$ cat src/core/dpsw_pkg.sv
// package of constants and carriers for the dual-port sram write and semaphore host controller
// Contract
// - ram needs cs low, semaphore needs sem low
// - hold we high while address changes
// - strobe covers output turn-off plus setup
// - never drive data while device drives
// - semaphore write and readback keep cs high
package dpsw_pkg;
	//----------------------------------------
	// widths
	//----------------------------------------
	localparam int ADDR_WIDTH = 14;
	localparam int DATA_WIDTH = 16;
	localparam int SEM_ADDR_WIDTH = 3;
	localparam int CLOCK_MHZ = 125;
	localparam int CLOCK_PERIOD_PS = 1000000 / CLOCK_MHZ;
	//----------------------------------------
	// timing in picoseconds (slowest grade minima)
	//----------------------------------------
	localparam int T_WRITE_PULSE_PS = 40000;
	localparam int T_ADDR_SETUP_PS = 0;
	localparam int T_DATA_SETUP_PS = 30000;
	localparam int T_WRITE_Z_PS = 25000;
	localparam int T_WRITE_RECOVERY_PS = 0;
	localparam int T_OUT_HIGHZ_PS = 25000;
	localparam int T_SEM_WR_TO_RD_PS = 5000;
	localparam int T_SEM_ACCESS_PS = 55000;
	localparam int T_READ_ACCESS_PS = 55000;
	function automatic int cyc_up(input int ps);
		int c;
		c = (ps + CLOCK_PERIOD_PS - 1) / CLOCK_PERIOD_PS;
		return (c < 1) ? 1 : c;
	endfunction : cyc_up
	localparam int WR_PULSE_CYC = cyc_up(T_WRITE_PULSE_PS);
	localparam int WR_PULSE_OE_CYC = cyc_up(T_WRITE_Z_PS + T_DATA_SETUP_PS);
	localparam int ADDR_SETUP_CYC = cyc_up(T_ADDR_SETUP_PS);
	localparam int RECOVERY_CYC = cyc_up(T_WRITE_RECOVERY_PS);
	localparam int TURNAROUND_CYC = cyc_up(T_OUT_HIGHZ_PS);
	localparam int SEM_GAP_CYC = cyc_up(T_SEM_WR_TO_RD_PS);
	localparam int SEM_READ_CYC = cyc_up(T_SEM_ACCESS_PS);
	localparam int READ_CYC = cyc_up(T_READ_ACCESS_PS);
	localparam int CNT_WIDTH = 8;
	//----------------------------------------
	// command encoding
	//----------------------------------------
	typedef enum logic [1:0] {
		DPSW_CMD_RAM_WRITE,
		DPSW_CMD_RAM_READ,
		DPSW_CMD_SEM_WRITE,
		DPSW_CMD_SEM_READ
	} dpsw_cmd_type;
	typedef struct packed {
		dpsw_cmd_type cmd;
		logic [ADDR_WIDTH-1:0] addr;
		logic [DATA_WIDTH-1:0] wdata;
		logic [1:0] byte_en; // bit1 upper, bit0 lower
	} dpsw_req_type;
	typedef struct packed {
		logic chip_select_n;
		logic semaphore_select_n;
		logic write_n;
		logic output_enable_n;
		logic upper_byte_select_n;
		logic lower_byte_select_n;
	} dpsw_ctrl_type;
	localparam dpsw_ctrl_type CTRL_IDLE = '{1'b1, 1'b1, 1'b1, 1'b1, 1'b1, 1'b1};
endpackage : dpsw_pkg

$ cat src/core/dpsw_host.sv
// host controller driving one port of the dual-port sram and its semaphores
`timescale 1ns/1ps
`default_nettype none
module dpsw_host
	import dpsw_pkg::*;
#(
	parameter bit OE_LOW_DURING_WRITE = 1'b0
) (
	input wire logic i_clock, // 125 MHz clock
	input wire logic i_rst, // async reset, high
	input wire logic i_req_valid, // request strobe
	input wire dpsw_pkg::dpsw_req_type i_req, // request fields
	output logic o_req_ready, // idle, may take request
	output logic o_done, // one-cycle completion pulse
	output logic [dpsw_pkg::DATA_WIDTH-1:0] o_rdata, // read data, registered
	output logic o_sem_granted, // semaphore readback flag is zero
	output logic o_sem_mismatch, // semaphore bits disagree
	output dpsw_pkg::dpsw_ctrl_type o_ctrl, // control pins, all active low
	output logic [dpsw_pkg::ADDR_WIDTH-1:0] o_addr, // address pins
	output logic [dpsw_pkg::DATA_WIDTH-1:0] o_data_out, // data pins out
	output logic o_data_oe, // high while host drives data
	input wire logic [dpsw_pkg::DATA_WIDTH-1:0] i_data_in // data pins in
);
	import dpsw_pkg::*;
	// strobe split when outputs stay enabled: wait for turn-off, then data setup
	localparam int WR_Z_CYC = cyc_up(T_WRITE_Z_PS);
	localparam int DATA_SETUP_CYC = cyc_up(T_DATA_SETUP_PS);
	localparam int OE_DATA_CYC = (WR_PULSE_CYC > WR_Z_CYC + DATA_SETUP_CYC) ?
		WR_PULSE_CYC - WR_Z_CYC : DATA_SETUP_CYC;
	typedef enum {
		ST_IDLE, ST_SETUP, ST_STROBE, ST_RECOVER, ST_SEM_GAP, ST_READ, ST_TURN
	} dpsw_state_type;
	//----------------------------------------
	// state
	//----------------------------------------
	dpsw_state_type state_reg, state_next;
	dpsw_req_type req_reg, req_next;
	dpsw_ctrl_type ctrl_reg, ctrl_next;
	logic oe_reg, oe_next;
	logic done_reg, done_next;
	logic [DATA_WIDTH-1:0] rdata_reg, rdata_next;
	logic granted_reg, granted_next;
	logic mismatch_reg, mismatch_next;
	logic [DATA_WIDTH-1:0] sync1_reg, sync2_reg;
	logic load;
	logic [CNT_WIDTH-1:0] load_value;
	logic timer_done;
	// refuse timings that the phase timer cannot hold
	if (WR_PULSE_CYC >= (1 << CNT_WIDTH) || READ_CYC + 2 >= (1 << CNT_WIDTH) ||
		OE_DATA_CYC >= (1 << CNT_WIDTH) || WR_Z_CYC >= (1 << CNT_WIDTH)) begin : g_timer_check
		$error("timer too narrow");
	end
	dpsw_counter #(.WIDTH(CNT_WIDTH)) u_timer (
		.i_clock(i_clock),
		.i_rst(i_rst),
		.i_load(load),
		.i_value(load_value),
		.o_done(timer_done)
	);
	// two-flop synchroniser on data pins
	always_ff @(posedge i_clock or posedge i_rst) begin
		if (i_rst) begin
			sync1_reg <= '0;
			sync2_reg <= '0;
		end else begin
			sync1_reg <= i_data_in;
			sync2_reg <= sync1_reg;
		end
	end
	function automatic logic is_write(input dpsw_cmd_type c);
		return (c == DPSW_CMD_RAM_WRITE) || (c == DPSW_CMD_SEM_WRITE);
	endfunction : is_write
	function automatic logic is_sem(input dpsw_cmd_type c);
		return (c == DPSW_CMD_SEM_WRITE) || (c == DPSW_CMD_SEM_READ);
	endfunction : is_sem
	//----------------------------------------
	// sequencer
	//----------------------------------------
	always_comb begin
		state_next = state_reg;
		req_next = req_reg;
		ctrl_next = ctrl_reg;
		oe_next = oe_reg;
		done_next = 1'b0;
		rdata_next = rdata_reg;
		granted_next = granted_reg;
		mismatch_next = mismatch_reg;
		load = 1'b0;
		load_value = '0;
		case (state_reg)
			ST_IDLE: begin
				ctrl_next = CTRL_IDLE;
				oe_next = 1'b0;
				if (i_req_valid) begin
					req_next = i_req;
					state_next = ST_SETUP;
					load = 1'b1;
					load_value = CNT_WIDTH'(ADDR_SETUP_CYC);
					// select exactly one space; semaphore keeps cs and byte selects high
					ctrl_next.chip_select_n = is_sem(i_req.cmd);
					ctrl_next.semaphore_select_n = !is_sem(i_req.cmd);
					ctrl_next.output_enable_n = is_write(i_req.cmd) ? !OE_LOW_DURING_WRITE : 1'b1;
					ctrl_next.upper_byte_select_n = is_sem(i_req.cmd) ? 1'b1 : !i_req.byte_en[1];
					ctrl_next.lower_byte_select_n = is_sem(i_req.cmd) ? 1'b1 : !i_req.byte_en[0];
				end
			end
			ST_SETUP: begin
				if (timer_done) begin
					load = 1'b1;
					if (is_write(req_reg.cmd)) begin
						// strobe falls with select already low, device off only when OE_LOW_DURING_WRITE is clear
						ctrl_next.write_n = 1'b0;
						state_next = ST_STROBE;
						// with outputs enabled, first wait for them to turn off
						load_value = (ctrl_reg.output_enable_n == 1'b0) ?
							CNT_WIDTH'(WR_Z_CYC) : CNT_WIDTH'(WR_PULSE_CYC);
					end else begin
						ctrl_next.output_enable_n = 1'b0;
						state_next = ST_READ;
						load_value = CNT_WIDTH'(is_sem(req_reg.cmd) ? SEM_READ_CYC : READ_CYC) +
							CNT_WIDTH'(2); // allow for input synchroniser
					end
				end
			end
			ST_STROBE: begin
				if (timer_done) begin
					load = 1'b1;
					if (!ctrl_reg.output_enable_n && !oe_reg) begin
						// device outputs now off, drive data for its setup time
						oe_next = 1'b1;
						load_value = CNT_WIDTH'(OE_DATA_CYC);
					end else begin
						ctrl_next.write_n = 1'b1;
						// enabled outputs drive again at once, so let go now
						oe_next = ctrl_reg.output_enable_n;
						state_next = ST_RECOVER;
						load_value = CNT_WIDTH'(RECOVERY_CYC);
					end
				end else if (ctrl_reg.output_enable_n) begin
					oe_next = 1'b1; // outputs disabled, drive once strobe is low
				end
			end
			ST_RECOVER: begin
				if (timer_done) begin
					oe_next = 1'b0; // release bus before any read
					ctrl_next = CTRL_IDLE;
					if (req_reg.cmd == DPSW_CMD_SEM_WRITE) begin
						// readback of the flag just written
						ctrl_next.semaphore_select_n = 1'b1;
						state_next = ST_SEM_GAP;
						load = 1'b1;
						load_value = CNT_WIDTH'(SEM_GAP_CYC);
					end else begin
						state_next = ST_TURN;
						load = 1'b1;
						load_value = CNT_WIDTH'(TURNAROUND_CYC);
					end
				end
			end
			ST_SEM_GAP: begin
				if (timer_done) begin
					req_next.cmd = DPSW_CMD_SEM_READ;
					ctrl_next.semaphore_select_n = 1'b0;
					ctrl_next.output_enable_n = 1'b0;
					state_next = ST_READ;
					load = 1'b1;
					load_value = CNT_WIDTH'(SEM_READ_CYC) + CNT_WIDTH'(2);
				end
			end
			ST_READ: begin
				if (timer_done) begin
					rdata_next = sync2_reg;
					if (is_sem(req_reg.cmd)) begin
						// every bit carries the flag; zero means we won
						granted_next = !sync2_reg[0];
						mismatch_next = (sync2_reg != {DATA_WIDTH{sync2_reg[0]}});
					end
					ctrl_next = CTRL_IDLE;
					state_next = ST_TURN;
					load = 1'b1;
					load_value = CNT_WIDTH'(TURNAROUND_CYC);
				end
			end
			ST_TURN: begin
				if (timer_done) begin
					done_next = 1'b1;
					state_next = ST_IDLE;
				end
			end
			default: begin
				state_next = ST_IDLE;
				ctrl_next = CTRL_IDLE;
				oe_next = 1'b0;
			end
		endcase
	end
	// register sequencer state
	always_ff @(posedge i_clock or posedge i_rst) begin
		if (i_rst) begin
			state_reg <= ST_IDLE;
			req_reg <= '0;
			ctrl_reg <= CTRL_IDLE;
			oe_reg <= 1'b0;
			done_reg <= 1'b0;
			rdata_reg <= '0;
			granted_reg <= 1'b0;
			mismatch_reg <= 1'b0;
		end else begin
			state_reg <= state_next;
			req_reg <= req_next;
			ctrl_reg <= ctrl_next;
			oe_reg <= oe_next;
			done_reg <= done_next;
			rdata_reg <= rdata_next;
			granted_reg <= granted_next;
			mismatch_reg <= mismatch_next;
		end
	end
	// pin outputs
	assign o_ctrl = ctrl_reg;
	assign o_addr = is_sem(req_reg.cmd) ?
		{{(ADDR_WIDTH-SEM_ADDR_WIDTH){1'b0}}, req_reg.addr[SEM_ADDR_WIDTH-1:0]} : req_reg.addr;
	assign o_data_out = (req_reg.cmd == DPSW_CMD_SEM_WRITE) ?
		{{(DATA_WIDTH-1){1'b0}}, req_reg.wdata[0]} : req_reg.wdata;
	assign o_data_oe = oe_reg;
	assign o_req_ready = (state_reg == ST_IDLE);
	assign o_done = done_reg;
	assign o_rdata = rdata_reg;
	assign o_sem_granted = granted_reg;
	assign o_sem_mismatch = mismatch_reg;
endmodule : dpsw_host
`default_nettype wire

$ cat src/core/dpsw_counter.sv
// down-counter timing one phase of a pin cycle
`timescale 1ns/1ps
`default_nettype none
module dpsw_counter #(
	parameter int WIDTH = 8
) (
	input wire logic i_clock, // system clock
	input wire logic i_rst, // async reset, high
	input wire logic i_load, // load pulse
	input wire logic [WIDTH-1:0] i_value, // cycles to count
	output logic o_done // count expired
);
	logic [WIDTH-1:0] count_reg;
	logic [WIDTH-1:0] count_next;
	// refuse a width that cannot hold a count and its expiry
	if (WIDTH < 2) begin : g_width_check
		$error("counter width too small");
	end
	// next count
	always_comb begin
		count_next = count_reg;
		if (i_load) begin
			count_next = i_value;
		end else if (count_reg != '0) begin
			count_next = count_reg - 1'b1;
		end
	end
	// register
	always_ff @(posedge i_clock or posedge i_rst) begin
		if (i_rst) begin
			count_reg <= '0;
		end else begin
			count_reg <= count_next;
		end
	end
	// expiry reads the register only, so a load decided from it forms no loop
	assign o_done = (count_reg <= {{(WIDTH-1){1'b0}}, 1'b1});
endmodule : dpsw_counter
`default_nettype wire

$ cat config.mk
export PLATFORM = sky130hd
export DESIGN_NAME = dpsw_host
export DESIGN_NICKNAME = d
export VERILOG_FILES = /design/src/core/dpsw_pkg.sv /design/src/core/dpsw_host.sv /design/src/core/dpsw_counter.sv
export SDC_FILE = /design/constraint.sdc
export NUM_CORES = 1
export LEC_CHECK = 0
export ABC_AREA = 1
export BUFFER_PORTS_ARGS = -buffer_cell sky130_fd_sc_hd__clkbuf_2
export CORE_ASPECT_RATIO = 1.2
export CORE_MARGIN = 4
export CORE_UTILIZATION = 55
export CTS_CLUSTER_SIZE = 16
export DETAILED_ROUTE_END_ITERATION = 10
export PLACE_DENSITY = 0.81
export RECOVER_POWER = 25
export SLEW_MARGIN = 10
export SYNTH_ARGS = -nofsm -noshare
export SYNTH_HDL_FRONTEND = slang
export SYNTH_SLANG_ARGS = --single-unit
$ cat constraint.sdc
create_clock -name i_clock -period 6.6 [get_ports i_clock]
set_clock_uncertainty 0.05 [all_clocks]
set_input_delay 0 -clock i_clock [delete_from_list [all_inputs] [get_ports i_clock]]
set_output_delay 0 -clock i_clock [all_outputs]
set_load 0.005 [all_outputs]
## Word-level counts from Yosys, hierarchy flattened

Index checks and enable logic that the tools add are counted.

- Input port bits: 53
- Output and inout bits: 57
- Bits in registers: 132

- Reductions and logical operators: 33
- Eq/ne operators: 23
- Mux-type cells: 53
- Bitwise operators: 5
- $add $sub $neg: 1
- Magnitude comparators: 1

Operators by type and width:

| cell | count |
|---|---|
| $mux W32 | 8 |
| $pmux W32 S7 | 1 |
| $eq A32 B3 Y1 const B | 3 |
| $eq A32 B2 Y1 const B | 2 |
| $logic_not A32 Y1 | 2 |
| $pmux W8 S6 | 1 |
| $mux W34 | 1 |
| $eq A32 B1 Y1 const B | 1 |
| $mux W8 | 4 |
| $ne A2 B2 Y1 const B | 10 |
| $mux W16 | 1 |
| $mux W1 | 15 |
| $mux W3 | 5 |
| $ne A15 B15 Y1 | 1 |
| $mux W14 | 1 |
| $reduce_and A3 Y1 | 4 |
| $mux W2 | 5 |
| $eq A2 B2 Y1 const B | 4 |
| $le A8 B1 Y1 const B | 1 |
| $mux W4 | 2 |
| $pmux W1 S4 | 2 |
| $reduce_and A8 Y1 | 1 |
| $reduce_bool A8 Y1 | 1 |
| $reduce_or A4 Y1 | 2 |
| other kinds (21) | 38 |

## Logic depth before layout (Yosys ltp)

- Word-level depth: 6
- Mapped depth: 11
- Mapped depth without buffers: 11

## Cells and area by module

A second synthesis with hierarchy kept.

- Cells, all modules: 518
- Area total of the unflattened synthesis: 4476.8 um^2

Modules (own cells, without submodules):

| module | area each (um^2) | instances | sequential area each (um^2) | cells each |
|---|---|---|---|---|
| dpsw_host | 3886.2 | 1 | 2334.7 | 436 |
| dpsw_counter | 590.6 | 1 | 200.2 | 82 |

## Worst setup path after synthesis

No wires, ideal clock.

- Path kind: register to register
- Start point: register u_timer.count_reg[0]
- End point: register rdata_reg[0] (netlist: o_rdata[0])
- Clock period less this slack: 1.571 ns
- Stages on the path, launching flop included: 11
- Setup time: 0.119 ns
- Arrival: 1.402 ns
- Setup slack: 5.029 ns
- Path buffers: 1
- Path through: dfrtp_1 -> inv_1 -> ha_1 -> inv_1 -> nand2_1 -> nand2_4 -> nor2_8 -> nand2_4 -> buf_6 -> nand2_1 -> o21ai_2

- Longest elaborated chain between the ends: 2

RTL lines:

| what | line | source |
|---|---|---|
| start, declared | dpsw_counter.sv:13 | `logic [WIDTH-1:0] count_reg;` |
| start signal, assigned | dpsw_counter.sv:33 | `count_reg <= count_next;` |
| $le A8 B1 Y1 | dpsw_counter.sv:37 | `assign o_done = (count_reg <= {{(WIDTH-1){1'b0}}, 1'b1});` |
| $reduce_and A2 Y1 (no line) | -- |  |
| end signal, assigned | dpsw_host.sv:214 | `rdata_reg <= rdata_next;` |
| end, declared | dpsw_host.sv:41 | `logic [DATA_WIDTH-1:0] rdata_reg, rdata_next;` |

Every way passes these cells.
A chain may end at the register's enable or synchronous reset.

## Final worst setup path

- Start point: register u_timer.count_reg[0]
- End point: register ctrl_reg, in the netlist o_ctrl[1]

- Longest elaborated chain between the ends: 3

RTL lines:

| what | line | source |
|---|---|---|
| $le A8 B1 Y1 | dpsw_counter.sv:37 |  |
| $ne A2 B1 Y1 (no line) | -- |  |
| $reduce_and A2 Y1 (no line) | -- |  |
| end signal, assigned | dpsw_host.sv:211 | `ctrl_reg <= ctrl_next;` |
| end, declared | dpsw_host.sv:38 | `dpsw_ctrl_type ctrl_reg, ctrl_next;` |

Every way passes these cells.

==> results.py <==
metrics = {
    "setup_path": {
        "start_kind": "register",
        "worstSetupPathType": "register to register",
        "r2r_slack_ns": 4.21,
        "r2r-end": "o_ctrl[1]$_DFFE_PP1P_",
        "reg2reg_depth": 9,
        "path_cells": "inv_1, ha_1, nor2_1, nor2_1, nand2_2, nand2_2, nand2_1, a22oi_1, dlygate4sd3_1",
        "cp.required_ns": 6.87,
        "endpoint_kind": "register",
        "arrival_ns": 2.66,
        "critPathMaxFanout": 11,
        "rr_startpoint": "u_timer.count_reg[0]$_DFFE_PP0P_",
        "cp_slowest_cell": "dlygate4sd3_1",
        "max_stage_delay_ns": 0.57,
    },
    "place": {
        "dp_hpwl_um": 7300,
        "io_buffer_count": 109,
        "place_congestion": 0.829,
        "dp_cells": 717,
    },
    "power_and_ir_drop": {
        "p_leak_uw": 0.00316,
        "power_frac_comb_pct": 44.7,
        "seqPwrFrac_pct": 39.3,
        "power_density_mw_per_mm2": 429,
        "power.share.switching_pct": 41.9,
        "p_sw_uw": 1060,
        "internal_power_uw": 1470,
        "pwr-share-clk_pct": 16.1,
        "peakVddDrop_mv": 0.246,
    },
    "timing": {
        "setup-violations-final": 0,
        "rsz0062_at_grt": "no",
        "final-max-slew-violation-count": 41,
        "final.setup.tns_ns": 0,
        "worst_pin_slew_ns": 1.67,
        "slew_headroom_pct": -12.3,
        "finalHoldViolCount": 0,
        "period_minus_slack_ns": 2.39,
        "period_share_pct": 36.3,
        "fmax_mhz": 418,
    },
    "die": {
        "die_area_mm2": 0.0100,
        "rows": 36,
        "die_w_um": 91.9,
        "pin_count": 110,
        "fp.dieH_um": 109,
        "start_util_pct": 56.7,
        "core_area_mm2": 0.00820,
    },
    "finish": {
        "antenna_cells": 0,
        "fin_nets": 722,
        "stdcell_count": 785,
        "area_delta_synth_final_pct": 26.6,
        "fillers": 635,
        "layout-drive-gt1-share_pct": 29.8,
        "sequential_cell_area_mm2": 0.00253,
        "largest_reg_flops": 32,
        "multi_input_area_mm2": 0.00165,
    },
    "clock_network": {
        "insertion_delay_ns": 0.37,
        "cts_tree": "done",
        "cts_resized": 0,
        "path_clk_slew_ns": 0.10,
        "cts_inserted_buffers": 9,
        "cts_buffer_depth": 2,
        "cts_max_level": 3,
        "cts.sinks": 101,
        "clk_root_buffer_cell": "clkbuf_8",
    },
    "routing": {
        "drc": 0,
        "drt_first_pass_iters": 4,
        "ant_nets": 0,
        "via_count": 3846,
        "drt_iter0_drc": 307,
        "wirelength_um": 10800,
        "post_drt_wl_per_cell_um": 13.8,
        "viasPerCell": 4.90,
    },
    "yosys": {
        "syn_area_per_cell_um2": 9.08,
        "netlist.area_leader.share_pct": 51.1,
        "syn-num-nets": 568,
        "synth_compound_area_share_pct": 8.53,
        "netlist_area_mm2": 0.00465,
        "synth-simple-area-share_pct": 25.6,
        "synthMuxAreaShare_pct": 0,
        "synth.distinct_cells": 34,
        "ys_seq_area_share_pct": 54.5,
        "synthAdderAreaFrac_pct": 0.807,
        "ys_ff_latch": 101,
        "synth_xor_area_share_pct": 0.565,
        "synth.area.top_cells": "dfrtp_1, nand2_1, o21ai_2",
        "syn_inst": 512,
        "yosysWarnings": 0,
        "synth_top_family_by_area": "simple AND/OR/NAND/NOR gates",
        "synth_top_cell_by_area": "dfrtp_1",
    },
    "global_routing": {
        "grt_use_total_pct": 23.2,
        "grt_pass1_wl_um": 18200,
        "grt_max_degree": 63,
        "gr-total-overflow": 0,
        "antenna_found_initial": 0,
        "use_met3_pct": 4.14,
        "grt_use_met2_pct": 40.7,
        "grt_pass1_vias": 3921,
        "use_met1_pct": 27.5,
        "busiest_layer": "met2",
    },
    "worst_hold_path": {
        "hold_depth": 6,
        "hp-class": "input pin to register",
        "whs_endpoint": "o_ctrl[4]$_DFFE_PP1P_",
        "hold_path_startpoint": "i_req_valid",
    },
    "run": {
        "cap_violations": 1,
    },
    "outcome": {
        "violations": "max-capacitance violations, max-slew violations",
        "status": "complete, but fails checks",
    },
}
## per-stage QoR
| step | power [uW] | instance area (um^2) | utilization, % | worst slack, ns | hold WS (ns) |
|---|---|---|---|---|---|
| final | 2520 | 5890 | 71.8 | 4.21 | 0.00600 |
| after global routing | 2740 | 5890 | 71.8 | 4.05 | 0.0239 |
| after floorplan | 1800 | 4650 | - | 3.91 | -0.0186 |
| after detailed placement | 2100 | 5160 | 63.0 | 4.63 | 0.00449 |
| after global placement | 2050 | 5160 | 63.0 | 4.67 | -0.00321 |
| after CTS | 2530 | 5890 | 71.8 | 4.24 | 0.00200 |
## repair_timing
action | CTS | global route
hold buffers | 52 | 0
hold endpoints to repair | 91 | 0
buffers inserted | 0 | 0
## cell usage in the layout, fill, tap and decap left out, types with 2 or more instances in the layout
cell / n
nand2_2: 15
o21ai_2: 30
nor2_2: 3
dlygate4sd3_1: 52
clkbuf_8: 9
nor2_1: 56
nand3_2: 3
clkbuf_2: 109
inv_6: 3
a22oi_1: 2
nand2_4: 2
dfrtp_1: 95
nand4_1: 7
buf_4: 2
o21ai_0: 11
inv_2: 7
nor3_1: 4
xor2_1: 3
inv_1: 65
ha_1: 3
a21oi_1: 7
nor2_8: 2
nand2_1: 125
dfstp_2: 6
nand3_1: 36
## per-layer routing
layer  vias up  wire [um]
met3        33        492
met2       114       5670
met1      1805       4260
met5         -          0
li1       1894          -
met4         0        373
## power groups by stage
| stage | Clock [uW] | Combinational, uW | Sequential [uW] |
|---|---|---|---|
| floorplan | 0 | 852 | 944 |
| global placement | 0 | 1060 | 994 |
| detailed placement | 0 | 1100 | 1000 |
| CTS | 417 | 1130 | 991 |
| global route | 442 | 1280 | 1010 |
| finish | 405 | 1130 | 991 |
## synthesized netlist by cell type (all sizes together)
cell type	count
nor3	5
nand3b	1
xor2	3
ha	3
a21boi	1
a21oi	8
o21ai	42
clkbuf	2
dfrtp	95
nor2	62
buf	18
nand2	142
nand3	40
a22oi	2
inv	73
o211ai	1
nor3b	1
dfstp	6
nand4	7
## how the worst max path moves through the flow
| stage | startpoint | to | slack (ns) |
|---|---|---|---|
| finish | u_timer.count_reg[0]$_DFFE_PP0P_ | o_ctrl[1]$_DFFE_PP1P_ | 4.21 |
| global route | u_timer.count_reg[0]$_DFFE_PP0P_ | o_ctrl[1]$_DFFE_PP1P_ | 4.05 |
| CTS | u_timer.count_reg[0]$_DFFE_PP0P_ | o_ctrl[1]$_DFFE_PP1P_ | 4.24 |
| detailed placement | state_reg[1]$_DFFE_PP0P_ | req_reg[29]$_DFFE_PP0P_ | 4.63 |
| global placement | state_reg[1]$_DFFE_PP0P_ | req_reg[32]$_DFFE_PP0P_ | 4.67 |
| floorplan | i_rst | o_data_oe$_DFFE_PP0P_ | 3.91 |
## layout make-up
| cell class | count | area share (%) |
|---|---|---|
| flip-flops and latches | 101 | 43.1 |
| multi-input cells | 318 | 28.0 |
| repair buffers | 163 | 18.4 |
| inverters | 73 | 4.68 |
| well taps | 114 | 2.42 |
| clock buffers | 9 | 2.10 |
| clock inverters | 7 | 1.36 |
## cell families after synthesis
logic type | after synthesis
AND/OR/NAND/NOR | 258
adder cells (fa/ha/maj) | 3
buffers and inverters | 93
AO/OA/AOI/OAI | 54
flip-flops | 101
XOR/XNOR | 3
## worst max-delay path: cells and delay by family, from the launching register on
| family | cells | cell delay (ns) |
|---|---|---|
| compound gates | 1 | 0.16 |
| flops | 1 | 0.42 |
| buf+inv | 2 | 0.73 |
| simple gates | 5 | 0.70 |
| fa+ha+maj | 1 | 0.27 |
No activity file was read; power rests on OpenSTA's default activity.
